## config.mk

```make
export PLATFORM = sky130hd
export DESIGN_NAME = prio_irq_arbiter
export DESIGN_NICKNAME = d
export VERILOG_FILES = /design/src/low_index_pick.v /design/src/pin_sync.v /design/src/prio_irq_arbiter.v
export VERILOG_INCLUDE_DIRS = /design/src
export SDC_FILE = /design/constraint.sdc
export NUM_CORES = 1
export LEC_CHECK = 0
export BUFFER_PORTS_ARGS = -buffer_cell sky130_fd_sc_hd__buf_2
export CAP_MARGIN = 20
export CORE_UTILIZATION = 50
export DETAILED_ROUTE_END_ITERATION = 16
export MAX_ROUTING_LAYER = met4
export PLACE_DENSITY = 0.8
export SLEW_MARGIN = 20
export SYNTH_ARGS = -nofsm -noshare
export SYNTH_HDL_FRONTEND = slang
export SYNTH_SLANG_ARGS = --single-unit
export TNS_END_PERCENT = 5
```

## constraint.sdc

```tcl
create_clock -name clk_i -period 3.5 [get_ports clk_i]
set_input_delay 0.875 -clock clk_i [delete_from_list [all_inputs] [get_ports clk_i]]
set_output_delay 0.875 -clock clk_i [all_outputs]
set_load 0.02 [all_outputs]
```

## src/prio_irq_defines.vh

```
// Constants for the prioritized interrupt arbiter: offsets, bit positions, vectors, resets.
// Function
// - Sixteen interrupt sources are arbitrated over three priority levels.
// - Every source but power fail requests only when its own enable and the global gate are set.
// - With the global gate clear no maskable source is taken, whatever its own enable.
// - The topmost level belongs to power fail alone and no other source can reach it.
// - Each maskable source has a priority bit where 1 means high and 0 means low.
// - Among pending sources of one level the lowest natural number, 0 to 15, wins.
// - Each source has a pending flag, enable, natural rank and (but power fail) a priority bit.
// - Serial port A raises one request from its transmit or receive flag, vector 23h, enable bit 4.
// - Serial port B raises one request from its transmit or receive flag, vector 3Bh, enable bit 6.
// - Timer A and timer B overflow flags clear in hardware on entry to their service.
// - External 0 and 1 flags in edge mode clear in hardware on entry to their service.
// - External 0 and 1 flags in level mode follow the current pin level instead of latching.
// - An enabled power-fail warning vectors the processor to 0033h.
// - The power-fail flag is set by the warning whatever its enable and software clears it.
`ifndef PRIO_IRQ_DEFINES_VH
`define PRIO_IRQ_DEFINES_VH
`define OFS_IRQ_ENABLE      8'h00
`define OFS_IRQ_PRIORITY    8'h04
`define OFS_EXT_IRQ_ENABLE  8'h08
`define OFS_EXT_IRQ_PRIO    8'h0c
`define OFS_TIMER_CTRL      8'h10
`define OFS_WATCHDOG_CTRL   8'h14
`define OFS_EXT_FLAGS       8'h18
`define OFS_PENDING         8'h1c
`define OFS_INT_STATUS      8'h20
`define OFS_INT_MASK        8'h24
`define OFS_SERVICE         8'h28
`define BIT_GLOBAL_GATE     7
`define BIT_EXT0_MODE       0
`define BIT_EXT0_PEND       1
`define BIT_EXT1_MODE       2
`define BIT_EXT1_PEND       3
`define BIT_TIMER_A_OVF     5
`define BIT_TIMER_B_OVF     7
`define BIT_WDOG_FLAG       3
`define BIT_PFAIL_FLAG      4
`define BIT_PFAIL_EN        5
`define BIT_TIMER_C_OVF     0
`define BIT_EXT2_PEND       4
`define ST_ENTRY            0
`define ST_PFAIL            1
`define ST_PREEMPT          2
`define RST_REG8            8'h00
`define RST_STATUS3         3'h0
`define VEC_PFAIL           8'h33
`define VEC_EXT0            8'h03
`define VEC_TIMER_A         8'h0b
`define VEC_EXT1            8'h13
`define VEC_TIMER_B         8'h1b
`define VEC_SERIAL_A        8'h23
`define VEC_TIMER_C         8'h2b
`define VEC_SERIAL_B        8'h3b
`define VEC_EXT2            8'h43
`define VEC_EXT3            8'h4b
`define VEC_EXT4            8'h53
`define VEC_EXT5            8'h5b
`define VEC_CAN_A           8'h6b
`define VEC_CAN_B           8'h73
`define VEC_WDOG            8'h63
`define VEC_CAN_ACT         8'h7b
`endif

```

## src/low_index_pick.v

```verilog
// Finds the lowest set bit of a request vector.
`timescale 1ns/1ps
module low_index_pick #(
  parameter N  = 16,
  parameter IW = 4
) (
  input  wire [N-1:0]  req_i,  // Request vector.
  output reg           any_o,  // Some bit is set.
  output reg  [IW-1:0] idx_o   // Index of lowest set bit.
);
  integer i;
  always @*
  begin
    any_o = 1'b0;
    idx_o = {IW{1'b0}};
    for (i = N - 1; i >= 0; i = i - 1)
    begin
      if (req_i[i])
      begin
        any_o = 1'b1;
        idx_o = i[IW-1:0];
      end
    end
  end
endmodule // low_index_pick

```

## src/pin_sync.v

```verilog
// Two-flop synchroniser, one per bit, for pins entering the clock domain.
`timescale 1ns/1ps
module pin_sync #(
  parameter             WIDTH     = 7,
  parameter [WIDTH-1:0] RESET_VAL = {WIDTH{1'b0}}
) (
  input  wire             clk_i,  // System clock.
  input  wire             rst_i,  // Synchronous reset, active high.
  input  wire [WIDTH-1:0] d_i,    // Asynchronous pin levels.
  output wire [WIDTH-1:0] q_o     // Synchronised levels.
);
  genvar g;
  generate
    for (g = 0; g < WIDTH; g = g + 1)
    begin : g_bit
      reg meta_r;
      reg sync_r;
      always @(posedge clk_i)
      begin
        if (rst_i)
        begin
          meta_r <= RESET_VAL[g];
          sync_r <= RESET_VAL[g];
        end
        else
        begin
          meta_r <= d_i[g];
          sync_r <= meta_r;
        end
      end
      assign q_o[g] = sync_r;
    end
  endgenerate
endmodule // pin_sync

```

## src/prio_irq_arbiter.v

```verilog
// Interrupt arbiter with flags, enables, three levels, vectoring and a Wishbone slave.
//
// Local design decisions: the placing of the registers and the Wishbone interface to the registers.
`timescale 1ns/1ps
`include "prio_irq_defines.vh"
module prio_irq_arbiter (
  input  wire        clk_i,               // System clock, 200 MHz.
  input  wire        rst_i,               // Synchronous reset, active high.
  input  wire        wb_cyc_i,            // Wishbone cycle.
  input  wire        wb_stb_i,            // Wishbone strobe.
  input  wire        wb_we_i,             // Wishbone write enable.
  input  wire [7:0]  wb_adr_i,            // Wishbone byte address.
  input  wire [3:0]  wb_sel_i,            // Wishbone byte selects.
  input  wire [31:0] wb_dat_i,            // Wishbone write data.
  output reg  [31:0] wb_dat_o,            // Wishbone read data.
  output reg         wb_ack_o,            // Wishbone acknowledge.
  input  wire        power_fail_warn_i,   // Supply warning pin, high when low supply.
  input  wire [5:0]  ext_pin_n_i,         // External interrupt pins 0..5, active low.
  input  wire        timer_a_ovf_i,       // Timer A overflow pulse.
  input  wire        timer_b_ovf_i,       // Timer B overflow pulse.
  input  wire        timer_c_ovf_i,       // Timer C overflow pulse.
  input  wire        serial_a_rx_i,       // Serial A receive flag level.
  input  wire        serial_a_tx_i,       // Serial A transmit flag level.
  input  wire        serial_b_rx_i,       // Serial B receive flag level.
  input  wire        serial_b_tx_i,       // Serial B transmit flag level.
  input  wire        can_a_irq_i,         // CAN A request level.
  input  wire        can_b_irq_i,         // CAN B request level.
  input  wire        can_activity_irq_i,  // CAN bus activity request level.
  input  wire        watchdog_warn_i,     // Watchdog warning pulse.
  input  wire        core_ack_i,          // Core enters the presented service.
  input  wire        core_reti_i,         // Core returns from a service.
  output reg         core_irq_req_o,      // Request to the core.
  output reg  [7:0]  core_vector_o,       // Vector of the presented request.
  output reg  [1:0]  core_level_o,        // Level of the presented request.
  output wire        irq_o                // Summary interrupt, active high.
);
  // Synchronised pins: bit 6 power fail, bits 5..0 external pins.
  wire [6:0] pin_s;
  pin_sync #(
    .WIDTH     (7),
    .RESET_VAL (7'h3f)
  ) u_sync (
    .clk_i (clk_i),
    .rst_i (rst_i),
    .d_i   ({power_fail_warn_i, ext_pin_n_i}),
    .q_o   (pin_s)
  );

  reg  [7:0]  irq_enable_reg_r;
  reg  [7:0]  irq_priority_reg_r;
  reg  [7:0]  ext_irq_enable_reg_r;
  reg  [7:0]  ext_irq_priority_reg_r;
  reg         ext0_mode_r;
  reg         ext1_mode_r;
  reg         ext0_pending_r;
  reg         ext1_pending_r;
  reg         timer_a_overflow_r;
  reg         timer_b_overflow_r;
  reg         timer_c_overflow_r;
  reg  [3:0]  ext_hi_pending_r;
  reg         power_fail_request_r;
  reg         power_fail_request_en_r;
  reg         watchdog_warning_flag_r;
  reg  [6:0]  pin_prev_r;
  reg  [2:0]  int_status_r;
  reg  [2:0]  int_mask_r;
  reg  [2:0]  in_service_r;
  reg  [3:0]  idx_r;

  wire        wb_req = wb_cyc_i & wb_stb_i & ~wb_ack_o;
  wire        wr     = wb_req & wb_we_i & wb_sel_i[0];
  wire [7:0]  wd     = wb_dat_i[7:0];
  wire        wr_ie  = wr & (wb_adr_i == `OFS_IRQ_ENABLE);
  wire        wr_ip  = wr & (wb_adr_i == `OFS_IRQ_PRIORITY);
  wire        wr_eie = wr & (wb_adr_i == `OFS_EXT_IRQ_ENABLE);
  wire        wr_eip = wr & (wb_adr_i == `OFS_EXT_IRQ_PRIO);
  wire        wr_tc  = wr & (wb_adr_i == `OFS_TIMER_CTRL);
  wire        wr_wd  = wr & (wb_adr_i == `OFS_WATCHDOG_CTRL);
  wire        wr_xf  = wr & (wb_adr_i == `OFS_EXT_FLAGS);
  wire        wr_st  = wr & (wb_adr_i == `OFS_INT_STATUS);
  wire        wr_mk  = wr & (wb_adr_i == `OFS_INT_MASK);

  wire        global_irq_gate = irq_enable_reg_r[`BIT_GLOBAL_GATE];
  wire        ext_zero_en     = irq_enable_reg_r[0];
  wire        serial_a_irq_en = irq_enable_reg_r[4];
  wire        serial_b_irq_en = irq_enable_reg_r[6];
  wire        watchdog_warning_en = ext_irq_enable_reg_r[4];
  wire        can_a_irq_en        = ext_irq_enable_reg_r[6];
  wire        can_b_irq_en        = ext_irq_enable_reg_r[5];
  wire        can_activity_irq_en = ext_irq_enable_reg_r[7];

  // Falling edges of the active-low external pins.
  wire [5:0]  ext_fall = pin_prev_r[5:0] & ~pin_s[5:0];
  wire        pfail_rise = pin_s[6] & ~pin_prev_r[6];

  // Service entry clears the automatic flags (timers A and B, edge-mode externals 0 and 1) of the source being entered.
  wire [15:0] entry_clr = core_ack_i ? (16'h0001 << idx_r) : 16'h0000;

  // Pending flags in natural order.
  wire [15:0] pend;
  assign pend[0]  = power_fail_request_r;
  assign pend[1]  = ext0_pending_r;
  assign pend[2]  = timer_a_overflow_r;
  assign pend[3]  = ext1_pending_r;
  assign pend[4]  = timer_b_overflow_r;
  assign pend[5]  = serial_a_rx_i | serial_a_tx_i;
  assign pend[6]  = timer_c_overflow_r;
  assign pend[7]  = serial_b_rx_i | serial_b_tx_i;
  assign pend[11:8] = ext_hi_pending_r;
  assign pend[12] = can_a_irq_i;
  assign pend[13] = can_b_irq_i;
  assign pend[14] = watchdog_warning_flag_r;
  assign pend[15] = can_activity_irq_i;

  // Enables and priority selects in natural order.
  wire [15:0] en = {can_activity_irq_en, watchdog_warning_en, can_b_irq_en, can_a_irq_en,
                    ext_irq_enable_reg_r[3:0], serial_b_irq_en, irq_enable_reg_r[5],
                    serial_a_irq_en, irq_enable_reg_r[3:1], ext_zero_en,
                    power_fail_request_en_r};
  wire [15:0] prio = {ext_irq_priority_reg_r[7], ext_irq_priority_reg_r[4],
                      ext_irq_priority_reg_r[5], ext_irq_priority_reg_r[6],
                      ext_irq_priority_reg_r[3:0], irq_priority_reg_r[6],
                      irq_priority_reg_r[7], irq_priority_reg_r[4:0], 1'b0};

  // Maskable sources need both their enable and the global gate.
  wire [15:0] req = pend & en & {{15{global_irq_gate}}, 1'b1};
  wire [15:0] hi_req = req & prio & 16'hfffe;
  wire [15:0] lo_req = req & ~prio & 16'hfffe;

  wire        hi_any;
  wire [3:0]  hi_idx;
  wire        lo_any;
  wire [3:0]  lo_idx;
  low_index_pick #(
    .N  (16),
    .IW (4)
  ) u_pick_hi (
    .req_i (hi_req),
    .any_o (hi_any),
    .idx_o (hi_idx)
  );
  low_index_pick #(
    .N  (16),
    .IW (4)
  ) u_pick_lo (
    .req_i (lo_req),
    .any_o (lo_any),
    .idx_o (lo_idx)
  );

  // Level 3 is power fail only, then high, then low; natural order within a level.
  reg  [1:0]  cand_lvl;
  reg  [3:0]  cand_idx;
  always @*
  begin
    if (req[0])
    begin
      cand_lvl = 2'h3;
      cand_idx = 4'h0;
    end
    else if (hi_any)
    begin
      cand_lvl = 2'h2;
      cand_idx = hi_idx;
    end
    else if (lo_any)
    begin
      cand_lvl = 2'h1;
      cand_idx = lo_idx;
    end
    else
    begin
      cand_lvl = 2'h0;
      cand_idx = 4'h0;
    end
  end

  wire [1:0]  run_lvl = in_service_r[2] ? 2'h3 :
                        in_service_r[1] ? 2'h2 :
                        in_service_r[0] ? 2'h1 : 2'h0;
  wire        cand_ok = (cand_lvl > run_lvl);

  reg  [7:0]  cand_vec;
  always @*
  begin
    case (cand_idx)
      4'h0:    cand_vec = `VEC_PFAIL;
      4'h1:    cand_vec = `VEC_EXT0;
      4'h2:    cand_vec = `VEC_TIMER_A;
      4'h3:    cand_vec = `VEC_EXT1;
      4'h4:    cand_vec = `VEC_TIMER_B;
      4'h5:    cand_vec = `VEC_SERIAL_A;
      4'h6:    cand_vec = `VEC_TIMER_C;
      4'h7:    cand_vec = `VEC_SERIAL_B;
      4'h8:    cand_vec = `VEC_EXT2;
      4'h9:    cand_vec = `VEC_EXT3;
      4'ha:    cand_vec = `VEC_EXT4;
      4'hb:    cand_vec = `VEC_EXT5;
      4'hc:    cand_vec = `VEC_CAN_A;
      4'hd:    cand_vec = `VEC_CAN_B;
      4'he:    cand_vec = `VEC_WDOG;
      default: cand_vec = `VEC_CAN_ACT;
    endcase
  end

  // Presented request; dropped the cycle after an entry so the core sees fresh state.
  always @(posedge clk_i)
  begin
    if (rst_i)
    begin
      core_irq_req_o <= 1'b0;
      core_vector_o  <= `RST_REG8;
      core_level_o   <= 2'h0;
      idx_r          <= 4'h0;
    end
    else
    begin
      core_irq_req_o <= cand_ok & ~core_ack_i;
      core_vector_o  <= cand_vec;
      core_level_o   <= cand_lvl;
      idx_r          <= cand_idx;
    end
  end

  // In-service levels; a return closes the highest level open.
  wire [2:0]  reti_clr = ~core_reti_i    ? 3'h0 :
                         in_service_r[2] ? 3'h4 :
                         in_service_r[1] ? 3'h2 : 3'h1;
  wire [2:0]  entry_set = ~core_ack_i ? 3'h0 :
                          (core_level_o == 2'h3) ? 3'h4 :
                          (core_level_o == 2'h2) ? 3'h2 : 3'h1;
  wire [2:0]  ev = {core_ack_i & (in_service_r != 3'h0), pfail_rise, core_ack_i};

  always @(posedge clk_i)
  begin
    if (rst_i)
    begin
      in_service_r <= `RST_STATUS3;
      int_status_r <= `RST_STATUS3;
      int_mask_r   <= `RST_STATUS3;
      pin_prev_r   <= 7'h3f;
    end
    else
    begin
      in_service_r <= (in_service_r & ~reti_clr) | entry_set;
      // Write one to clear; a new event in the same cycle wins.
      int_status_r <= (int_status_r & ~(wr_st ? wd[2:0] : 3'h0)) | ev;
      if (wr_mk)
        int_mask_r <= wd[2:0];
      pin_prev_r <= pin_s;
    end
  end
  assign irq_o = |(int_status_r & int_mask_r);

  // Control registers written by software.
  always @(posedge clk_i)
  begin
    if (rst_i)
    begin
      irq_enable_reg_r        <= `RST_REG8;
      irq_priority_reg_r      <= `RST_REG8;
      ext_irq_enable_reg_r    <= `RST_REG8;
      ext_irq_priority_reg_r  <= `RST_REG8;
      ext0_mode_r             <= 1'b0;
      ext1_mode_r             <= 1'b0;
      power_fail_request_en_r <= 1'b0;
    end
    else
    begin
      if (wr_ie)
        irq_enable_reg_r <= wd;
      if (wr_ip)
        irq_priority_reg_r <= wd;
      if (wr_eie)
        ext_irq_enable_reg_r <= wd;
      if (wr_eip)
        ext_irq_priority_reg_r <= wd;
      if (wr_tc)
      begin
        ext0_mode_r <= wd[`BIT_EXT0_MODE];
        ext1_mode_r <= wd[`BIT_EXT1_MODE];
      end
      if (wr_wd)
        power_fail_request_en_r <= wd[`BIT_PFAIL_EN];
    end
  end

  // Pending flags: software writes, hardware sets win, entry clears where automatic.
  always @(posedge clk_i)
  begin
    if (rst_i)
    begin
      ext0_pending_r          <= 1'b0;
      ext1_pending_r          <= 1'b0;
      timer_a_overflow_r      <= 1'b0;
      timer_b_overflow_r      <= 1'b0;
      timer_c_overflow_r      <= 1'b0;
      ext_hi_pending_r        <= 4'h0;
      power_fail_request_r    <= 1'b0;
      watchdog_warning_flag_r <= 1'b0;
    end
    else
    begin
      if (ext0_mode_r)
        ext0_pending_r <= ((wr_tc ? wd[`BIT_EXT0_PEND] : ext0_pending_r) & ~entry_clr[1])
                          | ext_fall[0];
      else
        ext0_pending_r <= ~pin_s[0];
      if (ext1_mode_r)
        ext1_pending_r <= ((wr_tc ? wd[`BIT_EXT1_PEND] : ext1_pending_r) & ~entry_clr[3])
                          | ext_fall[1];
      else
        ext1_pending_r <= ~pin_s[1];
      timer_a_overflow_r <= ((wr_tc ? wd[`BIT_TIMER_A_OVF] : timer_a_overflow_r)
                             & ~entry_clr[2]) | timer_a_ovf_i;
      timer_b_overflow_r <= ((wr_tc ? wd[`BIT_TIMER_B_OVF] : timer_b_overflow_r)
                             & ~entry_clr[4]) | timer_b_ovf_i;
      // These flags are cleared only by software.
      timer_c_overflow_r <= (wr_xf ? wd[`BIT_TIMER_C_OVF] : timer_c_overflow_r)
                            | timer_c_ovf_i;
      ext_hi_pending_r <= (wr_xf ? wd[`BIT_EXT2_PEND+3:`BIT_EXT2_PEND] : ext_hi_pending_r)
                          | ext_fall[5:2];
      power_fail_request_r <= (wr_wd ? wd[`BIT_PFAIL_FLAG] : power_fail_request_r)
                              | pin_s[6];
      watchdog_warning_flag_r <= (wr_wd ? wd[`BIT_WDOG_FLAG] : watchdog_warning_flag_r)
                                 | watchdog_warn_i;
    end
  end

  // Read multiplexer; unmapped addresses read zero.
  reg  [31:0] rd;
  always @*
  begin
    rd = 32'h0000_0000;
    case (wb_adr_i)
      `OFS_IRQ_ENABLE:     rd[7:0] = irq_enable_reg_r;
      `OFS_IRQ_PRIORITY:   rd[7:0] = irq_priority_reg_r;
      `OFS_EXT_IRQ_ENABLE: rd[7:0] = ext_irq_enable_reg_r;
      `OFS_EXT_IRQ_PRIO:   rd[7:0] = ext_irq_priority_reg_r;
      `OFS_TIMER_CTRL:     rd[7:0] = {timer_b_overflow_r, 1'b0, timer_a_overflow_r, 1'b0,
                                      ext1_pending_r, ext1_mode_r, ext0_pending_r,
                                      ext0_mode_r};
      `OFS_WATCHDOG_CTRL:  rd[7:0] = {2'h0, power_fail_request_en_r, power_fail_request_r,
                                      watchdog_warning_flag_r, 3'h0};
      `OFS_EXT_FLAGS:      rd[7:0] = {ext_hi_pending_r, 3'h0, timer_c_overflow_r};
      `OFS_PENDING:        rd[15:0] = pend;
      `OFS_INT_STATUS:     rd[2:0] = int_status_r;
      `OFS_INT_MASK:       rd[2:0] = int_mask_r;
      `OFS_SERVICE:        rd[6:0] = {idx_r, in_service_r};
      default:             rd = 32'h0000_0000;
    endcase
  end

  always @(posedge clk_i)
  begin
    if (rst_i)
    begin
      wb_ack_o <= 1'b0;
      wb_dat_o <= 32'h0000_0000;
    end
    else
    begin
      wb_ack_o <= wb_req;
      wb_dat_o <= wb_req ? rd : 32'h0000_0000;
    end
  end
endmodule // prio_irq_arbiter

```

# After elaboration in Yosys (flattened, before gate mapping)
# Memory sizes are Yosys's and may differ from the RTL's. A register that Yosys moved wholly into a read port is not among the register bits.
# Index checks and enable logic that the tools add are counted.
[totals]
reg_bits = 124
wordCells = 206
n_memories = 1
output_inout_bits = 45
ramBits = 0
latchBits = 0
inputBits = 69
mem_bits_ro = 64
[op_classes]
bitwise = 55
addsub = 0
n_div = 0
n_mul = 0
n_eq_ne = 12
order_cmp = 1
n_shift = 1
muxes = 90
n_reduce_logical = 5
[memory_table]
columns = ["name", "words", "word_bits", "rd", "rd_clocked_by_memory_dff", "wr", "line_no", "source"]
rows = [
  ["(name not given)", 16, 4, 1, 1, 0, "prio_irq_arbiter.v:186", "case (cand_idx)"],
]
[ops]
columns = ["operator", "n"]
rows = [
  ["2-to-1 mux 4 bit", 34],
  ["bitwise AND 16 bit", 4],
  ["2-to-1 mux 1 bit", 41],
  ["case mux 4 bit (9 select lines)", 1],
  ["equality test 8 x 5 -> 1 bit, second input constant", 4],
  ["case mux 3 bit (10 select lines)", 1],
  ["equality test 8 x 6 -> 1 bit, second input constant", 3],
  ["bitwise AND 1 bit", 20],
  ["equality test 8 x 4 -> 1 bit, second input constant", 2],
  ["NOT 16 bit", 1],
  ["2-to-1 mux 3 bit", 5],
  ["2-to-1 mux 2 bit", 6],
  ["NOT 1 bit", 11],
  ["bitwise AND 3 bit", 3],
  ["OR 1 bit", 9],
  ["equality test 8 x 3 -> 1 bit, second input constant", 1],
  ["zero test 8 bit", 1],
  ["case mux 1 bit (7 select lines)", 1],
  ["bitwise AND 6 bit", 1],
  ["NOT 3 bit", 2],
  ["NOT 6 bit", 1],
  ["OR 3 bit", 2],
  ["OR reduction 3 bit", 2],
  ["2-to-1 mux 5 bit", 1],
  ["other kinds (6)", 7],
]

# Longest topological paths before layout
[depth]
word_depth = 24
mapped_depth = 14
mapped_depth_nobuf = 11

# By module
# A second synthesis with hierarchy kept.
[unflattened]
hier_cells = 630
hier_area_um2 = 5415.2
[by_module_without_submodules]
columns = ["module", "cells_each", "area_each_um2", "seq_area_each_um2", "n_inst"]
rows = [
  ["prio_irq_arbiter", 528, 4620.7, 1801.7, 1],
  ["pin_sync", 36, 436.7, 280.3, 1],
  ["low_index_pick", 33, 178.9, 0.0, 2],
]

# Worst setup path after synthesis
# OpenSTA, ideal clock, no wires.
[synth_timing]
path_kind = "input to register"
start = "input serial_a_tx_i"
end = "register core_vector_o[3]"
path_buffers = 0
cell_stages = 11
required_time_ns = 3.412
setup_slack_ns = 0.327
setup_time_ns = 0.088
arrival_time_ns = 3.085
path_cell_list = "o2111ai_2 -> nand4_2 -> or4_4 -> a21oi_1 -> o21ai_1 -> a21oi_2 -> inv_1 -> ha_1 -> nor2_4 -> a211oi_2 -> a311oi_2"
[synth_between]
elab_chain_cells = 12
word_cells_on_any_way = 28
classes_between = "mux (23); bitwise (5)"
[synth_lines]
columns = ["element", "line_no", "source"]
rows = [
  ["start, declared", "prio_irq_arbiter.v:23", "input wire serial_a_tx_i,"],
  ["OR 1 bit *", "prio_irq_arbiter.v:106", "assign pend[5] = serial_a_rx_i | serial_a_tx_i;"],
  ["bitwise AND 16 bit * (2 in a row)", "prio_irq_arbiter.v:126", "wire [15:0] req = pend & en & {{15{global_irq_gate}}, 1'b1};"],
  ["bitwise AND 16 bit", "prio_irq_arbiter.v:128", "wire [15:0] lo_req = req & ~prio & 16'hfffe;"],
  ["2-to-1 mux 4 bit / 2-to-1 mux 1 bit (equally long branches) (5 in a row)", "low_index_pick.v:18", "if (req_i[i])"],
  ["2-to-1 mux 4 bit", "prio_irq_arbiter.v:166", "else if (lo_any)"],
  ["2-to-1 mux 4 bit *", "prio_irq_arbiter.v:161", "else if (hi_any)"],
  ["2-to-1 mux 4 bit *", "prio_irq_arbiter.v:156", "if (req[0])"],
  ["net cand_idx[0]", "prio_irq_arbiter.v:153", "reg [3:0] cand_idx;"],
  ["end, declared", "prio_irq_arbiter.v:33", "output reg [7:0] core_vector_o,"],
]
# The timed path passes the listed nets; every way through them passes the cells marked *.
# A chain may end at the register's enable or synchronous reset.

# Final worst setup path
[layout_timing]
start = "register irq_enable_reg_r[7]"
end = "register core_vector_o[3]"
[layout_between]
elab_chain_cells = 20
word_cells_on_any_way = 66
classes_between = "mux (63); bitwise (3)"
[layout_lines]
columns = ["element", "line_no", "source"]
rows = [
  ["start, declared", "prio_irq_arbiter.v:49", "reg [7:0] irq_enable_reg_r;"],
  ["start signal, assigned", "prio_irq_arbiter.v:260", "irq_enable_reg_r <= `RST_REG8;"],
  ["start signal, assigned", "prio_irq_arbiter.v:271", "irq_enable_reg_r <= wd;"],
  ["bitwise AND 16 bit *", "prio_irq_arbiter.v:126", ""],
  ["bitwise AND 16 bit", "prio_irq_arbiter.v:128", ""],
  ["2-to-1 mux 4 bit / 2-to-1 mux 1 bit (equally long branches) (15 in a row)", "low_index_pick.v:18", ""],
  ["2-to-1 mux 4 bit", "prio_irq_arbiter.v:166", ""],
  ["2-to-1 mux 4 bit *", "prio_irq_arbiter.v:161", ""],
  ["2-to-1 mux 4 bit *", "prio_irq_arbiter.v:156", ""],
  ["net cand_idx[0]", "prio_irq_arbiter.v:153", ""],
]
# Marks and branches as above.

==> reports/qor_table.md <==
| Stage | Metric | Value |
| --- | --- | --- |
| status | Result of the run | completed |
| power and ir drop | Pwr/cell area | 367.6 mW/mm^2 |
| detailed routing | DRC viols | 0 |
| critical path | Worst setup startpoint | irq_enable_reg_r[7] |
| run | Max-Cap Viols | 0 |
| min path | Hold path startpoint | u_sync.g_bit[3].meta_r |
| power and ir drop | Net switching fraction of the power | 26.43% |
| yosys | Register area share after synthesis | 41.84% |
| global route | Vias in the first global route | 4,090 |
| finish | Relative area change from synthesis to final layout | 12.85% |
| clock network | Number of clock buffers inserted by TritonCTS | 9 |
| critical path | Worst EP arrival | 3440 ps |
| detailed routing | Routed wire length per instance | 18.41 microns |
| min path | Worst-case hold path end point | u_sync.g_bit[3].sync_r |
| power and ir drop | Share of power burned in registers | 59.3% |
| place | GPL Wtd Cong | 0.9664 |
| yosys | Post-synthesis mux area share | 9.681% |
| die | Effective utilization at floorplan | 51.14% |
| power and ir drop | Worst voltage drop across the vdd grid | 0.2257 mV |
| critical path | Worst path required time | 3800 ps |
| die | DIE AREA | 0.01036 sq mm |
| finish | Number of nets in the finished design | 677 |
| global route | Pin count of the biggest net entering global routing | 84 |
| finish | Final Instance Count excl. Fillers | 740 |
| finish | Share of layout cells above drive strength 1 | 24.38% |
| sta | Final setup vio count | 0 |
| clock network | Clock root buffer | clkbuf_8 |
| sta | Final cycle utilization of the critical path | 89.81% |
| finish | Highest-count cells in the layout ignoring fill and taps | 104 x dfxtp_1, 69 x nor2_1, 68 x buf_2 |
| critical path | Reg-to-reg slack, setup | 360 ps |
| critical path | CP endpoint kind | flop |
| power and ir drop | Total design power | 2.064 mW |
| sta | Slew @ Worst Pin | 894.0 ps |
| yosys | Post-synthesis share of cell area spent on and, or, nand and nor gates | 25.25% |
| detailed routing | Post-Route WL | 13.62 mm |
| sta | RSZ-0062 raised after global routing | false |
| yosys | Area fraction of the dominant cell type after synthesis | 41.84% |
| critical path | Critical R2R Launch | irq_enable_reg_r[7] |
| sta | Final Hold Fails | 0 |
| die | Die extent in y | 101.8 microns |
| detailed routing | Pre-antenna DRT Iters | 8 |
| yosys | Syn. warnings | 0 |
| clock network | Cells resized by post-CTS repair | 0 |
| place | HPWL after DPL | 10.18 mm |
| clock network | Hold buffers post-CTS | 0 |
| power and ir drop | Clock group share of total power | 34.7% |
| critical path | Slowest Stage Delay on Critical Path | 610 ps |
| clock network | Number of sinks on the clock net | 104 |
| die | Boundary Pins | 114 |
| yosys | Yosys top cell by area | dfxtp_1 |
| critical path | End of the worst register-to-register path | core_vector_o[3] |
| sta | Clock period minus final worst setup slack | 3143 ps |
| sta | Fmax achieved | 318.1 MHz |
| clock network | Clock slew at the register clock pins of the worst setup and hold paths | 110 ps |
| yosys | Count of cell types in the netlist | 71 |
| yosys | Most area-consuming cells after synthesis | dfxtp_1 42%, mux2i_1 9.5%, nor2_1 5.2% |
| power and ir drop | Int Pwr | 1.519 mW |
| yosys | Top flip-flop cell by instance count after synthesis | dfxtp_1 |
| yosys | Share of the synthesized netlist area taken by xor and xnor gates | 0% |
| yosys | Post-synthesis register bit count | 104 |
| yosys | Async SR Flop Fraction | 0% |
| yosys | Number of synthesized flops with an enable pin | 0 |
| global route | Number of antenna violations at the first check in global routing | 0 |
| clock network | CTS tree | built |
| sta | Total negative slack for setup checks | 0 ps |
| critical path | Path depth of the worst reg2reg path | 10 |
| critical path | Maximum fanout encountered on the critical timing path | 28 |
| place | Number of buffer cells added on primary ports | 68 |
| power and ir drop | Power spent charging and discharging nets | 0.5457 mW |
| power and ir drop | Power share of the combinational group | 6.0% |
| finish | Most common library cell in the layout ignoring fill and taps | dfxtp_1 |
| die | Area of the core | 0.009729 sq mm |
| yosys | Mapped Avg Cell Area | 9.424 sq um |
| global route | Total global routing track utilization | 28.74% |
| sta | Count of final max-slew check failures | 0 |
| critical path | Ordered cell list for the critical path | and4b_1 -> or4_4 -> nor3_4 -> a21oi_1 -> o21ai_1 -> a21oi_2 -> buf_4 -> ha_1 -> or3_1 -> a311oi_2 |
| finish | Count of inserted antenna diode cells | 0 |
| critical path | Slowest CP cell | dfxtp_1 |
| clock network | H-tree level count | 3 |
| min path | Worst min-delay path category | flop to flop |
| global route | Wire length of the first global-routing pass | 21.47 mm |
| yosys | Post-synthesis cell area | 0.004976 sq mm |
| critical path | Kind of launch point of the worst setup path | flop |
| clock network | Post-CTS Setup Bufs | 0 |
| critical path | Critical Setup Path Class | flop to flop |
| min path | Worst Hold Path Cells | 1 |
| detailed routing | Antenna Violating Nets Remaining | 0 |
| detailed routing | Iteration-0 DRC count of the detailed router | 422 |
| clock network | Clock latency of the later-clocked register in the worst-skew pair | 380 ps |
| clock network | Number of buffers on the longest clock path | 2 |
| sta | Worst hold slack after final layout | 414.2 ps |
| die | FP Rows | 36 |
| die | Die boundary width | 101.8 microns |
| yosys | Largest family of logic cells by synthesized area | simple AND/OR/NAND/NOR gates |
| yosys | Share of the synthesized area in compound gates (AO/OA/AOI/OAI) | 15.82% |
| yosys | Gate count after technology mapping | 528 |
| place | Worst setup timing slack at the placement stage | 51.17 ps |
| sta | Final setup slack of the worst path | 356.6 ps |
| place | Placed Cells incl. Taps | 724 |
| sta | Max_slew headroom | 40.32% |
| power and ir drop | Leakage power | 2.208 nW |
| finish | FILL cells | 896 |
| yosys | Area share of fa/ha/maj cells after synthesis | 1.509% |
| sta | Skew final | 8.713 ps |
| detailed routing | Via total after detailed routing | 4,347 |
| detailed routing | Post-DR vias/cell | 5.874 |
| global route | Total global routing overflow | 0 |
==> final cells by class <==
| type | instances | area, sq um | area share [%] |
|---|---|---|---|
| Sequential cell | 104 | 2082 | 37.08 |
| Tap cell | 133 | 166.4 | 2.963 |
| Clock inverter | 7 | 66.31 | 1.181 |
| Clock buffer | 9 | 123.9 | 2.206 |
| Multi-Input combinational cell | 390 | 2668 | 47.50 |
| Inverter | 13 | 48.80 | 0.8690 |
| Timing Repair Buffer | 84 | 460.4 | 8.200 |
==> layer usage <==
layer / GRT usage [%] / part of all wire, % / wire length [microns] / up-vias
met4: 12.15 / 3.1 / 421 / 0
met5: - / 0 / 0 / -
met2: 45.79 / 46 / 6318 / 217
li1: - / - / - / 2053
met3: 8.213 / 8.7 / 1182 / 40
met1: 33.79 / 42 / 5697 / 2037
==> through the flow <==
step                      cell area (sq um)  util, %
after floorplan                        5040        -
after global placement                 5425    55.76
after detailed placement               5425    55.76
after CTS                              5615    57.72
after global routing                   5615    57.72
final                                  5615    57.72
==> power groups by stage <==
stage	registers [mW]	clock network (mW)	logic, mW
6_report	1.22	0.717	0.124
5_1_grt	1.23	0.789	0.136
4_1_cts	1.22	0.737	0.123
3_5_place_dp	1.25	0	0.123
3_3_place_gp	1.25	0	0.119
2_1_floorplan	1.25	0	0.0828
==> flip-flops by register name, indices dropped and copies added, names as in the netlist, 2 cells and up <==
name,cells
int_mask_r,3
in_service_r,3
core_vector_o,5
int_status_r,3
ext_irq_priority_reg_r,8
ext_hi_pending_r,4
u_sync.g_bit.sync_r,7
pin_prev_r,7
u_sync.g_bit.meta_r,7
wb_dat_o,16
idx_r,3
core_level_o,2
irq_priority_reg_r,8
irq_enable_reg_r,8
ext_irq_enable_reg_r,8
==> critical path: cells and delay by family, from the launching register on <==
kind,cells,cell delay (ps)
AOI/OAI and AO/OA,4,590
adders and majority gates,1,200
buffers and inverters,1,150
and+or+nand+nor,4,1540
DFF,1,610
==> cell usage after synthesis, drive strengths merged, types with 10 or more instances <==
library cell,number
inv,13
nor2,70
buf,24
nor3,13
clkbuf,14
o21ai,10
nand2,25
mux2i,47
nand4,17
a21oi,22
or2,20
dfxtp,104
a22oi,10
==> logic make-up after synthesis <==
logic type      Yosys count
compound gates          104
fa+ha+maj                 6
buf+inv                  51
flops                   104
mux                      48
other cells               1
simple gates            214
==> how the worst max path moves through the flow <==
stage / to / slack (ps) / depth (start not counted)
detailed placement: core_vector_o[4] / 50 / 10
floorplan: core_vector_o[3] / 330 / 11
CTS: core_vector_o[4] / 350 / 10
global placement: core_vector_o[3] / 130 / 12
global route: core_vector_o[4] / 30 / 9
finish: core_vector_o[3] / 360 / 10
Note: power is estimated with default switching activity, not from simulation.
